--- config.mk ---
export PLATFORM = sky130hd
export DESIGN_NAME = dadc_output_ctrl
export DESIGN_NICKNAME = d
export VERILOG_FILES = /design/src/verilog/dadc_pkg.sv /design/src/verilog/dadc_delay_line.sv /design/src/verilog/dadc_output_ctrl.sv
export SDC_FILE = /design/constraint.sdc
export NUM_CORES = 1
export LEC_CHECK = 0
export BUFFER_PORTS_ARGS = -buffer_cell sky130_fd_sc_hd__clkbuf_2
export CELL_PAD_IN_SITES_DETAIL_PLACEMENT = 1
export CELL_PAD_IN_SITES_GLOBAL_PLACEMENT = 1
export CORE_UTILIZATION = 40
export CTS_CLUSTER_DIAMETER = 120
export DETAILED_ROUTE_END_ITERATION = 6
export GPL_ROUTABILITY_DRIVEN = 0
export PLACE_DENSITY = 0.68
export SLEW_MARGIN = 0
export SYNTH_ARGS = -nofsm -noshare
export SYNTH_HDL_FRONTEND = slang
export SYNTH_SLANG_ARGS = --single-unit
--- constraint.sdc ---
create_clock -name clock_in -period 2.4 [get_ports clock_in]
set_clock_uncertainty 0.2 [all_clocks]
set_input_delay 0.12 -clock clock_in [delete_from_list [all_inputs] [get_ports clock_in]]
set_output_delay 0.12 -clock clock_in [all_outputs]
set_load 0.02 [all_outputs]
--- src/verilog/dadc_pkg.sv ---
// constants, register map and carrier types of the dual converter output
// control block; assumes a 100 MHz system clock and a 32-bit APB slave
package dadc_pkg;

   localparam int unsigned DADC_WORD_W      = 11;
   localparam int unsigned DADC_LATENCY     = 6;
   localparam logic [2:0]  DADC_FILL_FULL   = 3'h6;
   localparam logic [2:0]  DADC_FILL_RESET  = 3'h0;
   localparam logic [10:0] DADC_MSB_MASK    = 11'h400;
   localparam logic [10:0] DADC_WORD_RESET  = 11'h000;

   // system clock and rated conversion clock
   localparam int unsigned DADC_CLK_PERIOD_NS = 10;
   localparam int unsigned DADC_CLK_MHZ       = 1000 / DADC_CLK_PERIOD_NS;
   localparam int unsigned DADC_RATED_MHZ     = 66;
   // tick every (div + 1) cycles; reset value keeps the rate at or above rated
   localparam logic [7:0]  DADC_DIV_RESET     =
      8'(DADC_CLK_MHZ / DADC_RATED_MHZ - 1);
   localparam logic [7:0]  DADC_DIV_CNT_RESET = 8'h00;

   // register byte offsets
   localparam logic [7:0] DADC_OFS_CTRL   = 8'h00;
   localparam logic [7:0] DADC_OFS_DIV    = 8'h04;
   localparam logic [7:0] DADC_OFS_STATUS = 8'h08;
   localparam logic [7:0] DADC_OFS_RES_A  = 8'h0C;
   localparam logic [7:0] DADC_OFS_RES_B  = 8'h10;
   localparam logic [7:0] DADC_OFS_COUNT  = 8'h14;

   // control register fields, bit 4 downward
   typedef struct packed {
      logic ref_source_select;
      logic format_select;
      logic powerdown;
      logic out_en_n_ch_b;
      logic out_en_n_ch_a;
   } dadc_ctrl_type;

   localparam int unsigned DADC_CTRL_W = 5;
   localparam dadc_ctrl_type DADC_CTRL_RESET = '{
      ref_source_select : 1'b0,
      format_select     : 1'b0,
      powerdown         : 1'b0,
      out_en_n_ch_b     : 1'b1,
      out_en_n_ch_a     : 1'b1
   };

   // status register bits
   localparam int unsigned DADC_ST_PD_BIT     = 0;
   localparam int unsigned DADC_ST_PRIMED_BIT = 1;
   localparam int unsigned DADC_ST_REF_BIT    = 2;

   localparam logic [31:0] DADC_COUNT_RESET = 32'h0000_0000;
   localparam logic [31:0] DADC_DATA_RESET  = 32'h0000_0000;

endpackage : dadc_pkg

--- src/verilog/dadc_delay_line.sv ---
// fixed-depth word delay line that advances on an enable pulse
// assumes one clock and an asynchronous active-low reset
`timescale 1ns/1ps
module dadc_delay_line #(
   parameter int unsigned WIDTH = 11,
   parameter int unsigned DEPTH = 6
) (
   input  wire logic             clock_in,
   input  wire logic             rstn_in,
   input  wire logic             advance_in,
   input  wire logic [WIDTH-1:0] word_in,
   output logic      [WIDTH-1:0] word_out
);

   typedef struct packed {
      logic [DEPTH-1:0][WIDTH-1:0] stage;
   } dadc_dl_state_type;

   dadc_dl_state_type            state_r;
   dadc_dl_state_type            state_nxt;
   logic [DEPTH-1:0][WIDTH-1:0]  shifted;

   // each stage takes its predecessor, stage 0 the new word
   for (genvar i = 0; i < DEPTH; i++)
   begin : g_stage
      if (i == 0)
      begin : g_first
         assign shifted[i] = word_in;
      end
      else
      begin : g_next
         assign shifted[i] = state_r.stage[i-1];
      end
   end

   always_comb
   begin
      state_nxt = state_r;
      if (advance_in)
      begin
         state_nxt.stage = shifted;
      end
   end

   always_ff @(posedge clock_in or negedge rstn_in)
   begin
      if (!rstn_in)
      begin
         state_r <= '0;
      end
      else
      begin
         state_r <= state_nxt;
      end
   end

   assign word_out = state_r.stage[DEPTH-1];

endmodule : dadc_delay_line

--- src/verilog/dadc_output_ctrl.sv ---
// top of the dual converter output control: conversion tick, pipelines,
// output format and enables, APB register file
// assumes quantiser codes arrive synchronous to clock_in, offset binary
//
// Contract
// - sample both channels on every conversion tick
// - result appears six ticks after sampling
// - two channels, separate 11-bit result buses
// - bus driven when enable low, released high
// - powerdown high stops conversion, low runs
// - format low offset binary, high two's complement
// - reference select low internal, high external
// - at least 66 megasamples per second each; only div 0 meets it (100), div 1 and up give 50 or less
// - bit 0 least, bit 10 most significant
`timescale 1ns/1ps
module dadc_output_ctrl (
   input  wire logic        clock_in,
   input  wire logic        rstn_in,
   input  wire logic        psel_in,
   input  wire logic        penable_in,
   input  wire logic        pwrite_in,
   input  wire logic [7:0]  paddr_in,
   input  wire logic [31:0] pwdata_in,
   output logic      [31:0] prdata_out,
   output logic             pready_out,
   output logic             pslverr_out,
   input  wire logic [10:0] sample_ch_a_in,
   input  wire logic [10:0] sample_ch_b_in,
   output logic      [10:0] result_bus_ch_a_out,
   output logic             result_bus_ch_a_oe_out,
   output logic      [10:0] result_bus_ch_b_out,
   output logic             result_bus_ch_b_oe_out,
   output logic             word_strobe_out,
   output logic             powerdown_out,
   output logic             ref_source_select_out
);

   typedef struct packed {
      dadc_pkg::dadc_ctrl_type ctrl;
      logic [7:0]              div;
      logic [7:0]              div_cnt;
      logic                    tick;
      logic [2:0]              fill;
      logic [10:0]             res_a;
      logic [10:0]             res_b;
      logic                    oe_a;
      logic                    oe_b;
      logic                    strobe;
      logic [31:0]             count;
      logic                    pready;
      logic                    pslverr;
      logic [31:0]             prdata;
      logic                    pd;
      logic                    ref_ext;
   } dadc_state_type;

   localparam dadc_state_type DADC_STATE_RESET = '{
      ctrl    : dadc_pkg::DADC_CTRL_RESET,
      div     : dadc_pkg::DADC_DIV_RESET,
      div_cnt : dadc_pkg::DADC_DIV_CNT_RESET,
      tick    : 1'b0,
      fill    : dadc_pkg::DADC_FILL_RESET,
      res_a   : dadc_pkg::DADC_WORD_RESET,
      res_b   : dadc_pkg::DADC_WORD_RESET,
      oe_a    : ~dadc_pkg::DADC_CTRL_RESET.out_en_n_ch_a,
      oe_b    : ~dadc_pkg::DADC_CTRL_RESET.out_en_n_ch_b,
      strobe  : 1'b0,
      count   : dadc_pkg::DADC_COUNT_RESET,
      pready  : 1'b0,
      pslverr : 1'b0,
      prdata  : dadc_pkg::DADC_DATA_RESET,
      pd      : dadc_pkg::DADC_CTRL_RESET.powerdown,
      ref_ext : dadc_pkg::DADC_CTRL_RESET.ref_source_select
   };

   dadc_state_type state_r;
   dadc_state_type state_nxt;
   logic [10:0]    delayed_a;
   logic [10:0]    delayed_b;
   logic           apb_done;
   logic           apb_wait;
   logic           addr_hit;
   logic [31:0]    rd_word;
   logic [10:0]    fmt_mask;

   // one pipeline per channel, each six ticks deep
   dadc_delay_line #(
      .WIDTH (dadc_pkg::DADC_WORD_W),
      .DEPTH (dadc_pkg::DADC_LATENCY)
   ) u_pipe_a (
      .clock_in   (clock_in),
      .rstn_in    (rstn_in),
      .advance_in (state_r.tick),
      .word_in    (sample_ch_a_in),
      .word_out   (delayed_a)
   );

   dadc_delay_line #(
      .WIDTH (dadc_pkg::DADC_WORD_W),
      .DEPTH (dadc_pkg::DADC_LATENCY)
   ) u_pipe_b (
      .clock_in   (clock_in),
      .rstn_in    (rstn_in),
      .advance_in (state_r.tick),
      .word_in    (sample_ch_b_in),
      .word_out   (delayed_b)
   );

   // read mux and address decode
   always_comb
   begin
      addr_hit = 1'b1;
      rd_word  = dadc_pkg::DADC_DATA_RESET;
      if (paddr_in == dadc_pkg::DADC_OFS_CTRL)
      begin
         rd_word[dadc_pkg::DADC_CTRL_W-1:0] = state_r.ctrl;
      end
      else if (paddr_in == dadc_pkg::DADC_OFS_DIV)
      begin
         rd_word[7:0] = state_r.div;
      end
      else if (paddr_in == dadc_pkg::DADC_OFS_STATUS)
      begin
         rd_word[dadc_pkg::DADC_ST_PD_BIT]     = state_r.ctrl.powerdown;
         rd_word[dadc_pkg::DADC_ST_PRIMED_BIT] =
            (state_r.fill == dadc_pkg::DADC_FILL_FULL);
         rd_word[dadc_pkg::DADC_ST_REF_BIT]    =
            state_r.ctrl.ref_source_select;
      end
      else if (paddr_in == dadc_pkg::DADC_OFS_RES_A)
      begin
         rd_word[10:0] = state_r.res_a;
      end
      else if (paddr_in == dadc_pkg::DADC_OFS_RES_B)
      begin
         rd_word[10:0] = state_r.res_b;
      end
      else if (paddr_in == dadc_pkg::DADC_OFS_COUNT)
      begin
         rd_word = state_r.count;
      end
      else
      begin
         addr_hit = 1'b0;
      end
   end

   assign apb_done = psel_in && penable_in && state_r.pready;
   assign apb_wait = psel_in && penable_in && !state_r.pready;
   assign fmt_mask = state_r.ctrl.format_select ?
                     dadc_pkg::DADC_MSB_MASK : dadc_pkg::DADC_WORD_RESET;

   always_comb
   begin
      state_nxt = state_r;

      // APB: one wait state, then completion
      state_nxt.pready = apb_wait;
      if (apb_wait)
      begin
         state_nxt.pslverr = !addr_hit;
         state_nxt.prdata  = pwrite_in ? dadc_pkg::DADC_DATA_RESET
                                       : rd_word;
      end
      else
      begin
         state_nxt.pslverr = 1'b0;
      end
      if (apb_done && pwrite_in && addr_hit)
      begin
         if (paddr_in == dadc_pkg::DADC_OFS_CTRL)
         begin
            state_nxt.ctrl = pwdata_in[dadc_pkg::DADC_CTRL_W-1:0];
         end
         else if (paddr_in == dadc_pkg::DADC_OFS_DIV)
         begin
            state_nxt.div = pwdata_in[7:0];
         end
      end

      // output enables, powerdown and reference follow control
      state_nxt.oe_a    = !state_nxt.ctrl.out_en_n_ch_a;
      state_nxt.oe_b    = !state_nxt.ctrl.out_en_n_ch_b;
      state_nxt.pd      = state_nxt.ctrl.powerdown;
      state_nxt.ref_ext = state_nxt.ctrl.ref_source_select;

      // conversion tick divider, stopped in powerdown
      state_nxt.tick = 1'b0;
      if (state_r.ctrl.powerdown)
      begin
         state_nxt.div_cnt = dadc_pkg::DADC_DIV_CNT_RESET;
      end
      else if (state_r.div_cnt >= state_r.div)
      begin
         state_nxt.div_cnt = dadc_pkg::DADC_DIV_CNT_RESET;
         state_nxt.tick    = 1'b1;
      end
      else
      begin
         state_nxt.div_cnt = 8'(state_r.div_cnt + 8'h01);
      end

      // pipeline contents go stale across powerdown
      state_nxt.strobe = 1'b0;
      if (state_r.ctrl.powerdown)
      begin
         state_nxt.fill = dadc_pkg::DADC_FILL_RESET;
      end
      else if (state_r.tick)
      begin
         // sixth tick after sampling loads the output word
         state_nxt.res_a  = delayed_a ^ fmt_mask;
         state_nxt.res_b  = delayed_b ^ fmt_mask;
         state_nxt.count  = 32'(state_r.count + 32'h0000_0001);
         state_nxt.strobe = (state_r.fill == dadc_pkg::DADC_FILL_FULL);
         if (state_r.fill != dadc_pkg::DADC_FILL_FULL)
         begin
            state_nxt.fill = 3'(state_r.fill + 3'h1);
         end
      end
   end

   always_ff @(posedge clock_in or negedge rstn_in)
   begin
      if (!rstn_in)
      begin
         state_r <= DADC_STATE_RESET;
      end
      else
      begin
         state_r <= state_nxt;
      end
   end

   assign prdata_out             = state_r.prdata;
   assign pready_out             = state_r.pready;
   assign pslverr_out            = state_r.pslverr;
   assign result_bus_ch_a_out    = state_r.res_a;
   assign result_bus_ch_b_out    = state_r.res_b;
   assign result_bus_ch_a_oe_out = state_r.oe_a;
   assign result_bus_ch_b_oe_out = state_r.oe_b;
   assign word_strobe_out        = state_r.strobe;
   assign powerdown_out          = state_r.pd;
   assign ref_source_select_out  = state_r.ref_ext;
endmodule : dadc_output_ctrl

==> impl_metrics.ini, run 1 <==
[status]
status = completed

[timing]
fin_tns_setup_ns = 0
fin_crit_sh = 0.9231
hold_viol = 0
whs_ns = 0.008435
worst_slew_pin_slew_ns = 0.6907
slew_viol_final = 0
fin_crit_ns = 2.215
fin_ws_ns = 0.1846
max_freq_mhz = 451.4
slew_headroom = 0.5395
finalSetupViolCount = 0
rsz0062_at_grt = false

[layout]
layout.nets = 1002
register_area_mm2 = 0.006212
syn2layout_area_growth_pct = 17.40
multi_input_area_mm2 = 0.003751
drive_above_1_share = 0.3486
stdcell_count = 1276
final_core_util = 0.4782
n_antenna_cell = 0
finalInstanceArea_mm2 = 0.01243
fill_cells = 2688

[power]
leakagePower_nw = 5.800
total_power_mw = 9.541
power_density_mw_per_mm2 = 767.8
vdd_drop_max_v = 0.0004585

[global_route]
grt_max_degree = 136
grt.overflow.total = 0
grt_pass1_wl_mm = 36.54
antenna_found_initial = 0
grtUsageTotal = 0.1724
grt_pass1_vias = 6681

[critical_path]
critical_path.endpoint = prdata_out[7]$_DFFE_PN0P_
crit_fanout = 7
crit_family = simple AND/OR/NAND/NOR gates
crit_slowest_cell = or4b_1
cp_data_required_time_ns = 2.68
worst-path-stages = 5
reg2reg_slack_ns = 0.18
cp_cell_sequence = nand3b_4 > or4b_1 > or2_4 > nor2_1 > a221o_2
r2r_cells = 5
path_class = reg -> reg
r2r-start = pready_out$_DFF_PN0_
worstSetupStartpointType = flip-flop
r2r-end = prdata_out[7]$_DFFE_PN0P_
cp.buffers_inverters = 0
slowest_delay_ns = 0.69
cp-end-kind = flip-flop
critPathArrivalTime_ns = 2.49
critPathLaunch = pready_out$_DFF_PN0_

[synth]
syn_inst = 827
synth_most_common_cell = dfrtp_1
yosysSeqAreaShare = 0.5865
synth_edf_count = 0
syn_nets = 906
netlist_area_mm2 = 0.01059
yosysUniqueCellTypes = 49
synth.top_cells.by_count = dfrtp_1 (246), mux2_2 (146), nand2_1 (92)
synthTopCellsByArea = dfrtp_1 (58%), mux2_2 (16%), buf_4 (4.0%), nand2_1 (3.3%), a22o_1 (2.3%)
synthFlopType = dfrtp_1
synthArstFlopShare = 1.000
synth_warnings = 0
avgSynthCellArea_um2 = 12.80
ys_ff_latch = 248
synth.largest_area_cell = dfrtp_1
netlist.area_leader.share = 0.5816

[placement]
dpl_worst_slack_ns = 0.09874
dp.cells = 1189
placed_cell_area_mm2 = 0.01114
portBuffers = 103
dp_hpwl_mm = 14.96

[drt]
ant_nets = 0
routed_via_density = 5.019
route.detailed.drc = 0
first_pass_iters = 4
wl_mm = 22.41
via_count = 6404
wl_per_cell_um = 17.57
drt_iter0_drc = 302

[clocking]
cts_buffer_depth = 3
cts_setup_buffers = 0
tritoncts = built
h-tree-depth = 1
path_clk_slew_ns = 0.06
numCtsBuffers = 27
cts_sinks = 248
insertion_delay_ns = 0.54
root_buffer = clkbuf_16

[floorplanning]
io_pins = 128
initial_core_util = 0.4074
fp.dieArea_mm2 = 0.02712
rows = 59
die_y_um = 164.7
die_w_um = 164.7
core_area_mm2 = 0.02598

[flow_run]
max_cap_violations = 0

[min_path]
hold_path.class = in -> async
-- how the worst min path moves through the flow --
stage,end,depth (start not counted),startpoint
final,asynchronous set/reset pin,2,rstn_in
after detailed placement,result_bus_ch_a_oe_out$_DFF_PN0_,1,rstn_in
after global routing,asynchronous set/reset pin,2,rstn_in
after global placement,result_bus_ch_a_oe_out$_DFF_PN0_,1,rstn_in
after CTS,asynchronous set/reset pin,2,rstn_in
after floorplan,powerdown_out$_DFFE_PN0P_,0,rstn_in
-- worst reg2reg max path, stage by stage, from the launching register on --
cell and delay (ns):
dfrtp_1 0.39, nand3b_4 0.16, or4b_1 0.69, or2_4 0.36
nor2_1 0.21, a221o_2 0.14
-- cells by family after synthesis --
kind of cell	after synthesis	synth area share
xor+xnor	40	0.03310
mux	154	0.1629
compound gates	70	0.05118
fa+ha+maj	12	0.01418
simple gates	194	0.09256
flops	248	0.5865
buf+inv	109	0.05957
-- report_power, final --
part	total [mW]	switching, mW	internal [mW]	leakage, nW
registers	4.63	0.200	4.43	3.06
logic	0.928	0.499	0.429	2.30
clock network	3.99	1.65	2.34	0.434
-- layer usage --
metal / vias up / routed length [um] / share of wire / track usage
li1: 2995 / - / - / -
met1: 3246 / 10710 / 0.48 / 0.2446
met2: 127 / 10360 / 0.46 / 0.2771
met3: 36 / 823 / 0.037 / 0.02511
met4: 0 / 520 / 0.023 / 0.04379
met5: - / 0 / 0 / 0
-- registers in the layout, indices dropped and copies added (netlist names), 11 cells and up, named ones only --
signal	count
u_pipe_b.word_out	11
state_r	53
prdata_out	32
result_bus_ch_b_out	11
u_pipe_b.shifted	55
u_pipe_a.shifted	55
u_pipe_a.word_out	11
result_bus_ch_a_out	11
-- layout make-up --
| cell class | instances | area share |
|---|---|---|
| Sequential cell | 248 | 0.4999 |
| Timing Repair Buffer | 162 | 0.09042 |
| Clock inverter | 8 | 0.004632 |
| Tap cell | 335 | 0.03373 |
| Inverter | 14 | 0.004229 |
| Clock buffer | 39 | 0.06524 |
| Multi-Input combinational cell | 470 | 0.3019 |
-- cell usage in the layout (no fill, tap or decap), drive strengths merged, types with 4 or more instances in the layout --
| cell | netlist | final |
|---|---|---|
| mux2 | 146 | 146 |
| nor2b | 8 | 8 |
| nor2 | 31 | 31 |
| a211oi | 4 | 4 |
| buf | 64 | 21 |
| clkbuf | 31 | 141 |
| nand4 | 16 | 16 |
| o31ai | 4 | 4 |
| nand3 | 11 | 11 |
| dlygate4sd3 | 0 | 39 |
| nor3b | 5 | 5 |
| nand2 | 92 | 92 |
| a21oi | 7 | 7 |
| xor2 | 15 | 15 |
| and3 | 6 | 6 |
| a22o | 28 | 28 |
| dfrtp | 246 | 246 |
| inv | 14 | 15 |
| o21ai | 7 | 7 |
| a22oi | 7 | 7 |
| nor3 | 10 | 10 |
| clkinv | 0 | 6 |
| mux2i | 8 | 8 |
| a221o | 4 | 4 |
| ha | 12 | 12 |
| a21o | 4 | 4 |
| xnor2 | 25 | 25 |
-- what timing repair did --
item                                   CTS  global route
gates resized for setup                  0             1
endpoints found under the hold margin  298             0
setup endpoints to repair                0             9
hold buffers                            40             0
Power figures use the tool's default switching activity.
==> run 2: changes to the inputs <==
--- a/config.mk
+++ b/config.mk
@@ -6,5 +6,4 @@
 export NUM_CORES = 1
 export LEC_CHECK = 0
-export BUFFER_PORTS_ARGS = -buffer_cell sky130_fd_sc_hd__clkbuf_2
 export CELL_PAD_IN_SITES_DETAIL_PLACEMENT = 1
 export CELL_PAD_IN_SITES_GLOBAL_PLACEMENT = 1
@@ -12,6 +11,7 @@
 export CTS_CLUSTER_DIAMETER = 120
 export DETAILED_ROUTE_END_ITERATION = 6
+export DONT_BUFFER_PORTS = 1
 export GPL_ROUTABILITY_DRIVEN = 0
-export PLACE_DENSITY = 0.68
+export PLACE_DENSITY = 0.65
 export SLEW_MARGIN = 0
 export SYNTH_ARGS = -nofsm -noshare
==> constraint.sdc (replaced) <==
create_clock -name clock_in -period 1.9 [get_ports clock_in]
set_clock_uncertainty 0.2 [all_clocks]
set_input_delay 0.095 -clock clock_in [delete_from_list [all_inputs] [get_ports clock_in]]
set_output_delay 0.095 -clock clock_in [all_outputs]
set_load 0.05 [all_outputs]
==> run 2 against run 1 <==
  * Final area increased by 1.8%
  * Sequential share of layout area is 0.85 points lower
  * Largest cell class unchanged
  * Highest routed layer unchanged
  * Final cell count fell by 4.0%
  * Clock-buffer cell count shrank 1
  * Largest power group unchanged
  * Maximum frequency grew 13%
  * Utilization grew 0.84 points
  * The run now ends with hold timing, setup timing left
  * Flip-flop and latch count did not move
  * Combinational power grew 34%
  * Die area unchanged
==> impl_metrics.ini, run 2 (synthesis results as in run 1) <==
[critical_path]
r2r_cells = 7
crit_slowest_cell = dfrtp_1
critPathLaunch = state_r[97]$_DFF_PN0_
path_class = reg -> reg
cp_data_required_time_ns = 2.12
cp.buffers_inverters = 1
r2r-start = state_r[97]$_DFF_PN0_
slowest_delay_ns = 0.40
r2r-end = state_r[96]$_DFF_PN0_
crit_fanout = 4
critPathArrivalTime_ns = 2.18
reg2reg_slack_ns = -0.07
crit_family = compound AO/OA/AOI/OAI gates
worstSetupStartpointType = flip-flop
cp-end-kind = flip-flop
cp_cell_sequence = inv_2 > ha_4 > nand2b_4 > a21o_1 > a211oi_4 > o31ai_4 > nor2b_1

[layout]
finalInstanceArea_mm2 = 0.01265
layout.nets = 949
final_core_util = 0.4867
layout_commonest_cell = dfrtp_1
n_antenna_cell = 0
drive_above_1_share = 0.3517
syn2layout_area_growth_pct = 19.47
fill_cells = 2632
final_cell_mix = dfrtp_1 (243), mux2_2 (146), nand2_1 (90)

[floorplanning]
core_area_mm2 = 0.02598
die_y_um = 164.7
rows = 59
initial_core_util = 0.4074
die_w_um = 164.7
fp.dieArea_mm2 = 0.02712
io_pins = 128

[timing]
fin_tns_setup_ns = -0.3095
max_freq_mhz = 508.1
fin_crit_sh = 1.036
fin_crit_ns = 1.968
whs_ns = -0.9245
slew_headroom = 0.4141
rsz0062_at_grt = true
worst_slew_pin_slew_ns = 0.8760
hold_viol = 259
slew_viol_final = 0
fin_ws_ns = -0.06800
finalSetupViolCount = 9

[global_route]
grt_pass1_wl_mm = 37.22
grtUsageTotal = 0.1745
grt_max_degree = 249
grt.overflow.total = 0
antenna_found_initial = 0
grt_pass1_vias = 6948

[power]
clock_power_share = 0.442
vdd_drop_max_v = 0.0008173
p_sw_frac = 0.2365
power_frac_comb = 0.098
seq_power_share = 0.460
power_density_mw_per_mm2 = 1004
leakagePower_nw = 5.673
power.switching_mw = 3.002
total_power_mw = 12.70
intPower_mw = 9.695

[flow_run]
max_cap_violations = 0

[clocking]
tritoncts = built
numCtsBuffers = 27
cts_sinks = 248
root_buffer = clkbuf_16
insertion_delay_ns = 0.53
cts_buffer_depth = 3
h-tree-depth = 1
path_clk_slew_ns = 0.06

[drt]
via_count = 6324
first_pass_iters = 4
route.detailed.drc = 0
drt_iter0_drc = 371
ant_nets = 0
wl_per_cell_um = 19.25
wl_mm = 23.58
routed_via_density = 5.162

[min_path]
hold_path.class = in -> async

[placement]
dp_hpwl_mm = 15.38
portBuffers = 0
placed_cell_area_mm2 = 0.01096

[status]
status = complete, but fails checks
violations = hold timing, setup timing
## run 2: cell types whose count changed in the layout (fill, tap and decap cells not counted), moves of 4 or more
cell,previous run,this run
nor2_1,30,22
nor2_4,0,5
bufinv_16,0,4
dlygate4sd3_1,39,43
nor3_2,0,6
buf_4,16,59
clkbuf_2,102,0
nor3_1,10,3
## run 2: power by group through the flow
stage	Clock, mW	Sequential, mW	Combinational, mW
after global placement	0	5.92	1.06
after detailed placement	0	5.94	1.13
after CTS	5.75	5.85	1.22
final	5.61	5.84	1.24
after floorplan	0	5.90	0.787
after global routing	5.97	5.89	1.37
## run 2: worst max-delay path by stage
stage / slack (ns) / to / cells after the start
6_report: -0.07 / state_r[96]$_DFF_PN0_ / 7
5_1_grt: -0.09 / state_r[104]$_DFF_PN0_ / 7
4_1_cts: -0.02 / prdata_out[6]$_DFFE_PN0P_ / 5
3_5_place_dp: -0.19 / state_r[102]$_DFF_PN0_ / 7
3_3_place_gp: 0.002 / state_r[98]$_DFF_PN0_ / 7
2_1_floorplan: -0.15 / prdata_out[5]$_DFFE_PN0P_ / 6
## run 2: routing by layer
layer  vias to the layer above  GRT usage  wire, um
li1                       2902          -         -
met1                      3232     0.2167      9844
met2                       148     0.2937     11440
met3                        42    0.04696      1707
met4                         0    0.05713       580
met5                         -          0         0
## run 2: through the flow
stage          cells  setup slack [ns]
2_1_floorplan    827           -0.1499
3_3_place_gp    1131          0.002150
3_5_place_dp    1131           -0.1854
4_1_cts         1220          -0.01886
5_1_grt         1225          -0.09474
6_report        1225          -0.06800
## run 2: worst register-to-register path: stages, from the launching register on
cell and delay (ns):
dfrtp_1 0.40, inv_2 0.08, ha_4 0.19, nand2b_4 0.13, a21o_1 0.21, a211oi_4 0.34, o31ai_4 0.15, nor2b_1 0.15
## run 2: what timing repair did
item,CTS,global route
pin swaps,14,12
gates cloned,1,0
gates resized for setup,18,33
hold buffers,39,4
buffers inserted,0,1
endpoints found under the setup margin,20,36
hold endpoints to repair,319,294
## run 2: layout make-up
| cell class | instances | area, um2 | share of cell area |
|---|---|---|---|
| clock buffer | 38 | 817.0 | 0.06461 |
| clock inverter | 11 | 162.7 | 0.01286 |
| inverter | 14 | 52.55 | 0.004156 |
| multi-input combinational | 471 | 4013 | 0.3173 |
| sequential | 248 | 6215 | 0.4914 |
| tap | 335 | 419.2 | 0.03315 |
| timing repair buffer | 108 | 967.2 | 0.07648 |
